## config.mk

```make
export PLATFORM = sky130hd
export DESIGN_NAME = fspa_top
export DESIGN_NICKNAME = d
export VERILOG_FILES = /design/src/rtl/fspa_pkg.sv /design/src/rtl/fspa_top.sv /design/src/rtl/fspa_sync.sv
export VERILOG_INCLUDE_DIRS = /design/src /design/src/rtl
export SDC_FILE = /design/constraint.sdc
export NUM_CORES = 2
export LEC_CHECK = 0
export BUFFER_PORTS_ARGS = -buffer_cell sky130_fd_sc_hd__buf_2
export CAP_MARGIN = 20
export CORE_UTILIZATION = 60
export CTS_CLUSTER_DIAMETER = 80
export DETAILED_ROUTE_END_ITERATION = 10
export PLACE_DENSITY = 0.87
export SLEW_MARGIN = 20
export SYNTH_ARGS = -nofsm -noshare
export SYNTH_HDL_FRONTEND = slang
export SYNTH_SLANG_ARGS = --single-unit
export TNS_END_PERCENT = 1
```

## constraint.sdc

```tcl
create_clock -name core_clk_i -period 6.2 [get_ports core_clk_i]
set_input_delay 0.93 -clock core_clk_i [delete_from_list [all_inputs] [get_ports core_clk_i]]
set_output_delay 0.93 -clock core_clk_i [all_outputs]
set_load 0.05 [all_outputs]
```

## src/rtl/fspa_regs.svh

```systemverilog
// Sizes, field widths and reset values of the frame and sync pulse alignment block
`ifndef FSPA_REGS_SVH
`define FSPA_REGS_SVH

`define FSPA_NUM_REF 16
`define FSPA_NUM_CHAN 8
`define FSPA_NUM_OUT 12
`define FSPA_REF_IDX_W 4
`define FSPA_CHAN_IDX_W 3
`define FSPA_DIV_W 16
`define FSPA_RATE_W 4
`define FSPA_WIDTH_SEL_W 2
`define FSPA_CNT_RST 16'h0000
`define FSPA_MIN_CLK_DIV 16'h0002
`define FSPA_MIN_FRAME_DIV 16'h0001
`define FSPA_PULSE_BASE 16'h0001

`endif

```

## src/rtl/fspa_pkg.sv

```systemverilog
// Types shared by the frame and sync pulse alignment block
package fspa_pkg;
  `include "fspa_regs.svh"

  // Supported frame or sync pulse rates
  typedef enum logic [`FSPA_RATE_W-1:0] {
    FSPA_RATE_PULSE_PER_EVEN_SECOND = 4'h0,
    FSPA_RATE_1PPS = 4'h1,
    FSPA_RATE_5PPS = 4'h2,
    FSPA_RATE_10PPS = 4'h3,
    FSPA_RATE_50HZ = 4'h4,
    FSPA_RATE_100HZ = 4'h5,
    FSPA_RATE_1KHZ = 4'h6,
    FSPA_RATE_2KHZ = 4'h7,
    FSPA_RATE_4KHZ = 4'h8,
    FSPA_RATE_8KHZ = 4'h9
  } fspa_rate_type;

  // Alignment sequencer states, one-hot
  typedef enum logic [1:0] {
    FSPA_ST_WAIT = 2'b01,
    FSPA_ST_ARM = 2'b10
  } fspa_state_type;

  // Per channel configuration
  typedef struct packed {
    logic [`FSPA_REF_IDX_W-1:0] clk_sel;
    logic [`FSPA_REF_IDX_W-1:0] pulse_sel;
    logic sync_mode;
    logic fall_edge;
    logic channel_pulse_align_enable;
    fspa_rate_type rate;
    logic [`FSPA_DIV_W-1:0] channel_master_divider;
    logic [`FSPA_DIV_W-1:0] frame_div;
    logic [`FSPA_WIDTH_SEL_W-1:0] width_sel;
  } fspa_chan_cfg_type;

  // Per output configuration
  typedef struct packed {
    logic [`FSPA_CHAN_IDX_W-1:0] chan;
    logic pulse_role;
  } fspa_out_cfg_type;

  // Per channel status
  typedef struct packed {
    logic armed;
    logic align_seen;
    logic phase_ok;
    logic rate_err;
  } fspa_chan_stat_type;
endpackage : fspa_pkg

```

## src/rtl/fspa_top.sv

```systemverilog
// Frame and sync pulse alignment for all timing channels and outputs
`include "fspa_regs.svh"
module fspa_top
  import fspa_pkg::*;
(
  input wire logic core_clk_i,
  input wire logic rst_i,
  input wire logic [`FSPA_NUM_REF-1:0] ref_in_i,
  input wire fspa_chan_cfg_type chan_cfg_i [`FSPA_NUM_CHAN],
  input wire fspa_out_cfg_type out_cfg_i [`FSPA_NUM_OUT],
  output logic [`FSPA_NUM_OUT-1:0] out_o,
  output fspa_chan_stat_type chan_stat_o [`FSPA_NUM_CHAN]
);

  // Edge of a level seen as previous and current sample
  function automatic logic rise(input logic prev, input logic cur);
    return ~prev & cur;
  endfunction : rise

  // Selected pulse length in output clock periods: 1, 2, 4 or 8
  function automatic logic [`FSPA_DIV_W-1:0] pulse_len(input logic [`FSPA_WIDTH_SEL_W-1:0] sel);
    return `FSPA_PULSE_BASE << sel;
  endfunction : pulse_len

  // Divider clamped to its smallest usable value
  function automatic logic [`FSPA_DIV_W-1:0] clamp_div(input logic [`FSPA_DIV_W-1:0] val,
                                                     input logic [`FSPA_DIV_W-1:0] least);
    return (val < least) ? least : val;
  endfunction : clamp_div

  logic [`FSPA_NUM_REF-1:0] ref_sync;
  logic [`FSPA_NUM_CHAN-1:0] ch_clk;
  logic [`FSPA_NUM_CHAN-1:0] ch_pulse;

  // Every reference pin crosses into the core clock before use
  fspa_sync u_sync (
    .core_clk_i(core_clk_i),
    .rst_i(rst_i),
    .async_i(ref_in_i),
    .sync_o(ref_sync)
  );

  // One alignment channel per timing channel
  for (genvar c = 0; c < `FSPA_NUM_CHAN; c++) begin : g_chan
    fspa_chan_cfg_type cfg;
    fspa_state_type state_q;
    fspa_state_type state_d;
    logic ref_lvl;
    logic pulse_lvl;
    logic ref_prev_q;
    logic pulse_prev_q;
    logic clk_rise;
    logic pulse_edge;
    logic align_now;
    logic in_phase;
    logic [`FSPA_DIV_W-1:0] div_eff;
    logic [`FSPA_DIV_W-1:0] frame_eff;
    logic [`FSPA_DIV_W-1:0] width_req;
    logic [`FSPA_DIV_W-1:0] width_eff;
    logic [`FSPA_DIV_W-1:0] div_cnt_q;
    logic [`FSPA_DIV_W-1:0] div_cnt_d;
    logic [`FSPA_DIV_W-1:0] frame_cnt_q;
    logic [`FSPA_DIV_W-1:0] frame_cnt_d;
    logic div_last;
    logic frame_last;

    assign cfg = chan_cfg_i[c];

    // Any input may serve as the associated clock or as the pulse
    assign ref_lvl = ref_sync[cfg.clk_sel];
    assign pulse_lvl = ref_sync[cfg.pulse_sel];

    // Edge detection on synchronised levels only
    assign clk_rise = rise(ref_prev_q, ref_lvl);
    assign pulse_edge = cfg.fall_edge ? rise(pulse_lvl, pulse_prev_q) : rise(pulse_prev_q, pulse_lvl);

    // Divider ratios; the frame counts whole output clocks, so ratios stay integer
    assign div_eff = clamp_div(cfg.channel_master_divider, `FSPA_MIN_CLK_DIV);
    assign frame_eff = clamp_div(cfg.frame_div, `FSPA_MIN_FRAME_DIV);
    assign div_last = (div_cnt_q >= div_eff - `FSPA_PULSE_BASE);
    assign frame_last = (frame_cnt_q >= frame_eff - `FSPA_PULSE_BASE);

    // Pulse width kept below the frame period so the pulse always returns low
    assign width_req = pulse_len(cfg.width_sel);
    assign width_eff = (width_req >= frame_eff) ? frame_eff - `FSPA_PULSE_BASE : width_req;

    // Alignment event: reference edge after pulse (frame) or pulse edge (sync)
    assign align_now = cfg.channel_pulse_align_enable &
                       ((state_q == FSPA_ST_ARM && clk_rise) ||
                        (state_q == FSPA_ST_WAIT && cfg.sync_mode && pulse_edge));

    // Already in phase means the counters would wrap at this very event (frame) or already sit at zero (sync)
    assign in_phase = cfg.sync_mode ? (div_cnt_q == `FSPA_CNT_RST && frame_cnt_q == `FSPA_CNT_RST)
                                    : (div_last && frame_last);

    // Sequencer next state; disabling alignment drops any pending arm
    always_comb begin
      state_d = state_q;
      unique case (state_q)
        FSPA_ST_WAIT: begin
          if (cfg.channel_pulse_align_enable && !cfg.sync_mode && pulse_edge) begin
            state_d = FSPA_ST_ARM;
          end
        end
        FSPA_ST_ARM: begin
          if (!cfg.channel_pulse_align_enable || cfg.sync_mode || clk_rise) begin
            state_d = FSPA_ST_WAIT;
          end
        end
        default: begin
          state_d = FSPA_ST_WAIT;
        end
      endcase
    end

    // Counters run on associated reference edges and restart on alignment
    always_comb begin
      div_cnt_d = div_cnt_q;
      frame_cnt_d = frame_cnt_q;
      if (align_now) begin
        div_cnt_d = `FSPA_CNT_RST;
        frame_cnt_d = `FSPA_CNT_RST;
      end else if (clk_rise) begin
        div_cnt_d = div_last ? `FSPA_CNT_RST : div_cnt_q + `FSPA_PULSE_BASE;
        if (div_last) begin
          frame_cnt_d = frame_last ? `FSPA_CNT_RST : frame_cnt_q + `FSPA_PULSE_BASE;
        end
      end
    end

    // Output clock high for the first half of each divider period
    assign ch_clk[c] = (div_cnt_q < (div_eff >> 1));
    // Output frame or sync pulse for the chosen width at frame start
    assign ch_pulse[c] = (frame_cnt_q < width_eff);

    // Sample history and sequencer state
    always_ff @(posedge core_clk_i) begin
      if (rst_i) begin
        state_q <= FSPA_ST_WAIT;
        ref_prev_q <= 1'b0;
        pulse_prev_q <= 1'b0;
      end else begin
        state_q <= state_d;
        ref_prev_q <= ref_lvl;
        pulse_prev_q <= pulse_lvl;
      end
    end

    // Divider counters
    always_ff @(posedge core_clk_i) begin
      if (rst_i) begin
        div_cnt_q <= `FSPA_CNT_RST;
        frame_cnt_q <= `FSPA_CNT_RST;
      end else begin
        div_cnt_q <= div_cnt_d;
        frame_cnt_q <= frame_cnt_d;
      end
    end

    // Channel status; align flag clears only when alignment is switched off
    always_ff @(posedge core_clk_i) begin
      if (rst_i) begin
        chan_stat_o[c] <= '0;
      end else begin
        chan_stat_o[c].armed <= (state_d == FSPA_ST_ARM);
        chan_stat_o[c].rate_err <= (cfg.rate > FSPA_RATE_8KHZ);
        if (align_now) begin
          chan_stat_o[c].align_seen <= 1'b1;
          chan_stat_o[c].phase_ok <= in_phase;
        end else if (!cfg.channel_pulse_align_enable) begin
          chan_stat_o[c].align_seen <= 1'b0;
          chan_stat_o[c].phase_ok <= 1'b0;
        end
      end
    end
  end

  // Output stage: each output carries a channel's clock or its pulse
  for (genvar o = 0; o < `FSPA_NUM_OUT; o++) begin : g_out
    logic out_d;

    assign out_d = out_cfg_i[o].pulse_role ? ch_pulse[out_cfg_i[o].chan] : ch_clk[out_cfg_i[o].chan];

    // Registered so every pin comes straight from a flop
    always_ff @(posedge core_clk_i) begin
      if (rst_i) begin
        out_o[o] <= 1'b0;
      end else begin
        out_o[o] <= out_d;
      end
    end
  end

endmodule : fspa_top

```

## src/rtl/fspa_sync.sv

```systemverilog
// Two flip-flop synchroniser for the reference input pins
`include "fspa_regs.svh"
module fspa_sync
  import fspa_pkg::*;
(
  input wire logic core_clk_i,
  input wire logic rst_i,
  input wire logic [`FSPA_NUM_REF-1:0] async_i,
  output logic [`FSPA_NUM_REF-1:0] sync_o
);

  logic [`FSPA_NUM_REF-1:0] meta_q;

  // First stage feeds only the second stage
  always_ff @(posedge core_clk_i) begin
    if (rst_i) begin
      meta_q <= '0;
      sync_o <= '0;
    end else begin
      meta_q <= async_i;
      sync_o <= meta_q;
    end
  end

endmodule : fspa_sync

```

### Yosys cells after proc, flatten, opt, wreduce, memory -nomap -nowiden

Index checks and enable logic that the tools add are counted.

| storage, ports and cells | value |
|---|---|
| bits in registers | 364 |
| bits of input ports | 458 |
| output and inout port bits | 44 |
| word-level logic and storage cells | 622 |

| operators by class | value |
|---|---|
| add/subtract/negate cells | 32 |
| magnitude comparators | 92 |
| equality and inequality tests | 32 |
| shifts and indexed selects | 8 |
| multiplexer cells | 188 |
| bitwise gates (word level) | 56 |
| reductions and logical operators | 128 |

Operators by type and width:

| operator | number |
|---|---|
| two-way mux 16 bit | 40 |
| greater-or-equal comparator 16 bit | 24 |
| adder 16 x 1 -> 16 bit, second input constant | 16 |
| logical NOT 16 bit | 16 |
| subtractor 16 x 1 -> 16 bit, second input constant | 16 |
| less-than comparator 16 x 1 -> 1 bit, second input constant | 8 |
| less-than comparator 16 x 15 -> 1 bit | 8 |
| less-than comparator 16 bit | 8 |
| less-than comparator 16 x 2 -> 1 bit, second input constant | 8 |
| left shift 1 x 2 -> 16 bit, first input constant | 8 |
| less-than comparator 4 x 5 -> 1 bit, second input constant | 16 |
| binary-select mux 1 bit (select 3 bit) | 24 |
| two-way mux 1 bit | 68 |
| binary-select mux 1 bit (select 4 bit) | 16 |
| two-way mux 2 bit | 32 |
| logical AND 1 bit | 56 |
| less-than comparator 3 x 4 -> 1 bit, second input constant | 12 |
| bitwise AND 1 bit | 32 |
| == test 2 bit, second input constant | 16 |
| > comparator 4 bit, second input constant | 8 |
| one-hot mux 2 bit (2 select lines) | 8 |
| logical OR 1 bit | 24 |
| inverter 1 bit | 24 |
| == test 2 x 1 -> 1 bit, second input constant | 8 |
| 4 further kinds | 40 |

### Depth between registers and ports, before layout

| depth | value |
|---|---|
| depth in word-level cells | 9 |
| depth in mapped cells | 22 |
| gate-level depth less buffers | 20 |

### Cells and area by module

Synthesis repeated with hierarchy kept, for this count alone.

| unflattened totals | value |
|---|---|
| cells, all modules | 4546 |
| area total of the unflattened synthesis | 36981.7 um^2 |

By module, submodules not included:

| module | instances | cells an instance | area each (um^2) | sequential area each (um^2) |
|---|---|---|---|---|
| fspa_top | 1 | 4479 | 36118.4 | 6646.4 |
| fspa_sync | 1 | 67 | 863.3 | 640.6 |

### Least setup slack after synthesis

No wires, ideal clock.

| path | value |
|---|---|
| path kind | in2reg |
| start | input chan_cfg_i[257] (netlist name) |
| end | register out_o[8] |
| library setup time | 0.137 ns |
| arrival time | 5.394 ns |
| required time | 6.063 ns |
| slack | 0.669 ns |
| stages | 19 |
| buffers on the path | 1 |
| path through | or4_1 nor3b_1 a31o_2 inv_1 ha_1 and3_1 nand2b_1 nor4_1 nand2_1 xor2_1 or4b_2 ha_1 nand4_1 or3_1 o41ai_2 clkbuf_1 o21ai_0 o31ai_1 a221oi_2 |

| between the ends | value |
|---|---|
| longest elaborated chain between the ends | 8 |
| elaborated cells between the ends (all ways) | 9 |
| those cells by class | 1 x add/sub; 3 x order compare; 5 x mux |

Ends and longest elaborated chain:

| element | RTL line | RTL |
|---|---|---|
| from (decl) | fspa_top.sv:9 | `` input wire fspa_chan_cfg_type chan_cfg_i [`FSPA_NUM_CHAN], `` |
| less-than comparator 16 x 1 -> 1 bit | fspa_top.sv:28 | `return (val < least) ? least : val;` |
| two-way mux 16 bit (*) | fspa_top.sv:28 |  |
| subtractor 16 x 1 -> 16 bit (no source line) or greater-or-equal comparator 16 bit (tied branches) | - |  |
| two-way mux 16 bit (*) | fspa_top.sv:85 | `` assign width_eff = (width_req >= frame_eff) ? frame_eff - `FSPA_PULSE_BASE : width_req; `` |
| less-than comparator 16 bit (*) | fspa_top.sv:134 | `assign ch_pulse[c] = (frame_cnt_q < width_eff);` |
| binary-select mux 1 bit (select 3 bit) (*) | fspa_top.sv:182 | `assign out_d = out_cfg_i[o].pulse_role ? ch_pulse[out_cfg_i[o].chan] : ch_clk[out_cfg_i[o].chan];` |
| two-way mux 1 bit (implied by the code) (*) | fspa_top.sv:182 |  |
| two-way mux 1 bit (*) | fspa_top.sv:182 |  |
| to (signal, indexed assignment) | fspa_top.sv:189 | `out_o[o] <= out_d;` |
| to (decl) | fspa_top.sv:11 | `` output logic [`FSPA_NUM_OUT-1:0] out_o, `` |

Mark *: on every way between the ends. The rest lies on a longest branch, timed or not. The select of a mux whose other input is x is not followed.
A chain may end at the register's enable or synchronous reset.

### Worst setup path in the final report

| path | value |
|---|---|
| start | input chan_cfg_i[159] (netlist name) |
| end | register out_o[6] |

Same word-level chain as after synthesis.

==> results.py <==
metrics = {
    "status": {
        "status": "finished, final reports clean",
    },
    "floorplan": {
        "start_util_pct": 61.1,
        "placementRows": 90,
        "die_w_um": 250,
        "die-area_um2": 62700,
        "die_y_um": 250,
        "ios": 502,
        "coreArea_um2": 60600,
    },
    "timing": {
        "fmax_mhz": 178,
        "finalMaxSlewViolations": 0,
        "setup_tns_ns": 0,
        "fin_crit_ns": 5.62,
        "setup_ws_ns": 0.584,
        "finalHoldViolations": 0,
        "finalSetupViolCount": 0,
        "period_share_pct": 90.6,
        "worst_pin_slew_ns": 1.10,
        "fin_skew_ns": 0.0203,
        "holdWs_ns": 0.448,
        "slew_headroom_pct": 25.8,
        "rsz0062_at_grt": "no",
    },
    "critical_path": {
        "path_class": "primary input to flip-flop",
        "crit_arrival_ns": 6.13,
        "endpoint_kind": "flip-flop",
        "r2r_cells": 8,
        "critPathLaunchType": "primary input",
        "rrSetupSlack_ns": 2.39,
        "rr_startpoint": "u_sync.sync_o[14]",
        "worstPathMaxFanout": 7,
        "reg2reg_to": "g_chan[2].div_cnt_q[14]",
        "crit_required_ns": 6.71,
    },
    "hold_path": {
        "min-delay-start": "u_sync.meta_q[9]",
        "min_path_cells": 1,
        "min_delay_worst_endpoint": "u_sync.sync_o[9]",
        "hold_class": "flip-flop to flip-flop",
    },
    "cells_and_area": {
        "stdcell_count": 5928,
        "drive_gt1_share_pct": 15.5,
        "nNetsFinal": 6102,
        "fin_util_pct": 70.0,
        "area_growth_pct": 14.6,
    },
    "yosys": {
        "ys_ff_latch": 364,
        "async_reset_ff_share_pct": 0,
        "yosysSeqAreaShare_pct": 19.7,
        "synth.distinct_cells": 90,
        "synth_area_um2": 37000,
        "ys.flop_type": "dfxtp_1",
        "yosys.area_share.simple_pct": 25.9,
        "synth_top_family_by_area": "simple AND/OR/NAND/NOR gates",
        "synthCells": 4529,
        "synth-xor-area-share_pct": 9.49,
        "synth_fa_ha_area_share_pct": 19.8,
        "ys_warn_count": 0,
        "synth.most_common_cell": "ha_1",
        "yosys-top-cells-count": "584 x ha_1, 443 x nor2_1, 364 x dfxtp_1",
        "synth.largest_area_cell": "ha_1",
        "muxShareOfSynthArea_pct": 5.64,
        "synth-compound-area-share_pct": 15.6,
        "synth_edf_count": 0,
        "yosys.area.top_type_share_pct": 19.8,
        "syn_area_per_cell_um2": 8.17,
        "synth_area_leaders": "ha_1 20%, dfxtp_1 20%, xnor2_1 6.7%",
    },
    "pwr": {
        "p_per_area_nw_per_um2": 157,
        "p_leak_nw": 18.8,
        "vdd.ir_drop.worst_mv": 0.187,
    },
    "clocking": {
        "cts_made_buffers": 47,
        "clockBufferDepth": 3,
        "cts.sinks": 364,
        "clkTransAtPathRegs_ns": 0.06,
        "cts_resized": 0,
        "insertion_delay_ns": 0.59,
        "postCtsSetupBuffers": 0,
        "ctsHoldBuffers": 0,
        "cts_tree": "built",
        "root_buffer": "clkbuf_16",
        "htree_levels": 2,
    },
    "detailed_routing": {
        "via_per_inst": 6.39,
        "wl_um": 116000,
        "drtAntennaViolNets": 0,
        "first_pass_iters": 6,
        "wl_per_cell_um": 19.5,
        "first_iter_violations": 3371,
        "num_vias": 37900,
        "route.detailed.drc": 0,
    },
    "placed_design": {
        "hpwl_um": 89400,
        "placed_cells": 5793,
        "gp_congestion": 0.987,
        "io_buffers": 493,
        "pre_cts_ws_ns": 0.107,
    },
    "flow_run": {
        "cap_violations": 0,
    },
    "global_route": {
        "antenna_found_initial": 68,
        "groute.usage.overall_pct": 35.7,
        "grt_max_degree": 44,
        "grt_pass1_vias": 36100,
        "grt_pass1_wl_um": 183000,
        "grt_remaining_overflow": 0,
    },
}
==> layout by cell type, fill, tap and decap left out, types with 38 or more instances in the layout <==
cell and n:
or3_1 51, buf_4 53, o21a_1 41, nor3_1 137, nand2b_1 82, xor2_1 118, nor2b_1 78, a211oi_1 43
clkbuf_16 49, nor2_1 443, nand3_1 205, and2_1 38, dfxtp_1 364, a21oi_1 208, o21ai_0 121, conb_1 48
a21o_1 98, mux4_2 77, inv_1 269, nor4_1 164, ha_1 584, buf_2 492, diode_2 50, nand2_1 266
and3_1 67, xnor2_1 283, nand4_1 132, o211ai_1 66
==> cell families after synthesis <==
family                   count (synthesis)
adder cells (fa/ha/maj)                584
AND/OR/NAND/NOR                       1835
other                                    1
XOR/XNOR                               401
multiplexers                           111
buffers and inverters                  382
AO/OA/AOI/OAI                          851
flip-flops                             364
==> cell type report <==
cell class,count,area [um2]
Multi-Input combinational cell,3830,28500
Fill cell,4744,18200
Sequential cell,364,7290
Timing Repair Buffer,546,2880
Clock buffer,56,1300
Inverter,271,1020
Tap cell,782,978
Clock inverter,29,330
Antenna cell,50,125
==> layer usage <==
metal	vias up	global-route usage [%]	routed length, um
li1	17900	-	-
met1	17600	43.8	46100
met2	1844	57.1	51900
met3	459	8.16	10900
met4	40	21.3	6770
met5	-	0	260
==> worst max-delay path: stages <==
cell	delay, ns
buf_2	0.13
nor4_1	0.50
nand2_1	0.17
nor4_1	0.40
or2_2	0.23
ha_1	0.23
nand2b_1	0.15
a2111oi_0	0.77
or3_1	0.35
nand2_1	0.09
o21a_1	0.11
ha_1	0.28
a21oi_1	0.15
nor2_1	0.06
a211o_1	0.27
a221oi_1	0.25
buf_4	0.24
nand3_1	0.09
o2111ai_1	0.11
or4b_1	0.46
o2bb2ai_1	0.14
==> power breakdown <==
part | internal [mW] | switching (mW)
clock | 1.72 | 1.17
sequential | 2.39 | 0.0730
combinational | 0.541 | 0.754
==> registers in the layout, summed over array words and instances, names as in the netlist <==
name                 flops
g_chan.pulse_prev_q      8
u_sync.sync_o           16
u_sync.meta_q           16
chan_stat_o             32
g_chan.ref_prev_q        8
out_o                   12
g_chan.div_cnt_q       128
g_chan.frame_cnt_q     128
g_chan.state_q          16
==> worst max path at each step <==
| stage | startpoint | to | cells past startpoint |
|---|---|---|---|
| floorplan | chan_cfg_i[257] | out_o[8] | 19 |
| global placement | chan_cfg_i[110] | out_o[6] | 18 |
| detailed placement | chan_cfg_i[257] | out_o[8] | 20 |
| CTS | chan_cfg_i[257] | out_o[8] | 20 |
| global route | chan_cfg_i[159] | out_o[6] | 21 |
| finish | chan_cfg_i[159] | out_o[6] | 21 |
==> per-stage QoR <==
step / power, mW / instance area [um2]
6_report: 6.66 / 42400
5_1_grt: 6.93 / 42400
4_1_cts: 6.66 / 42300
3_5_place_dp: 3.77 / 40600
3_3_place_gp: 3.73 / 40600
2_1_floorplan: 3.29 / 37200
Power figures use the tool's default switching activity.
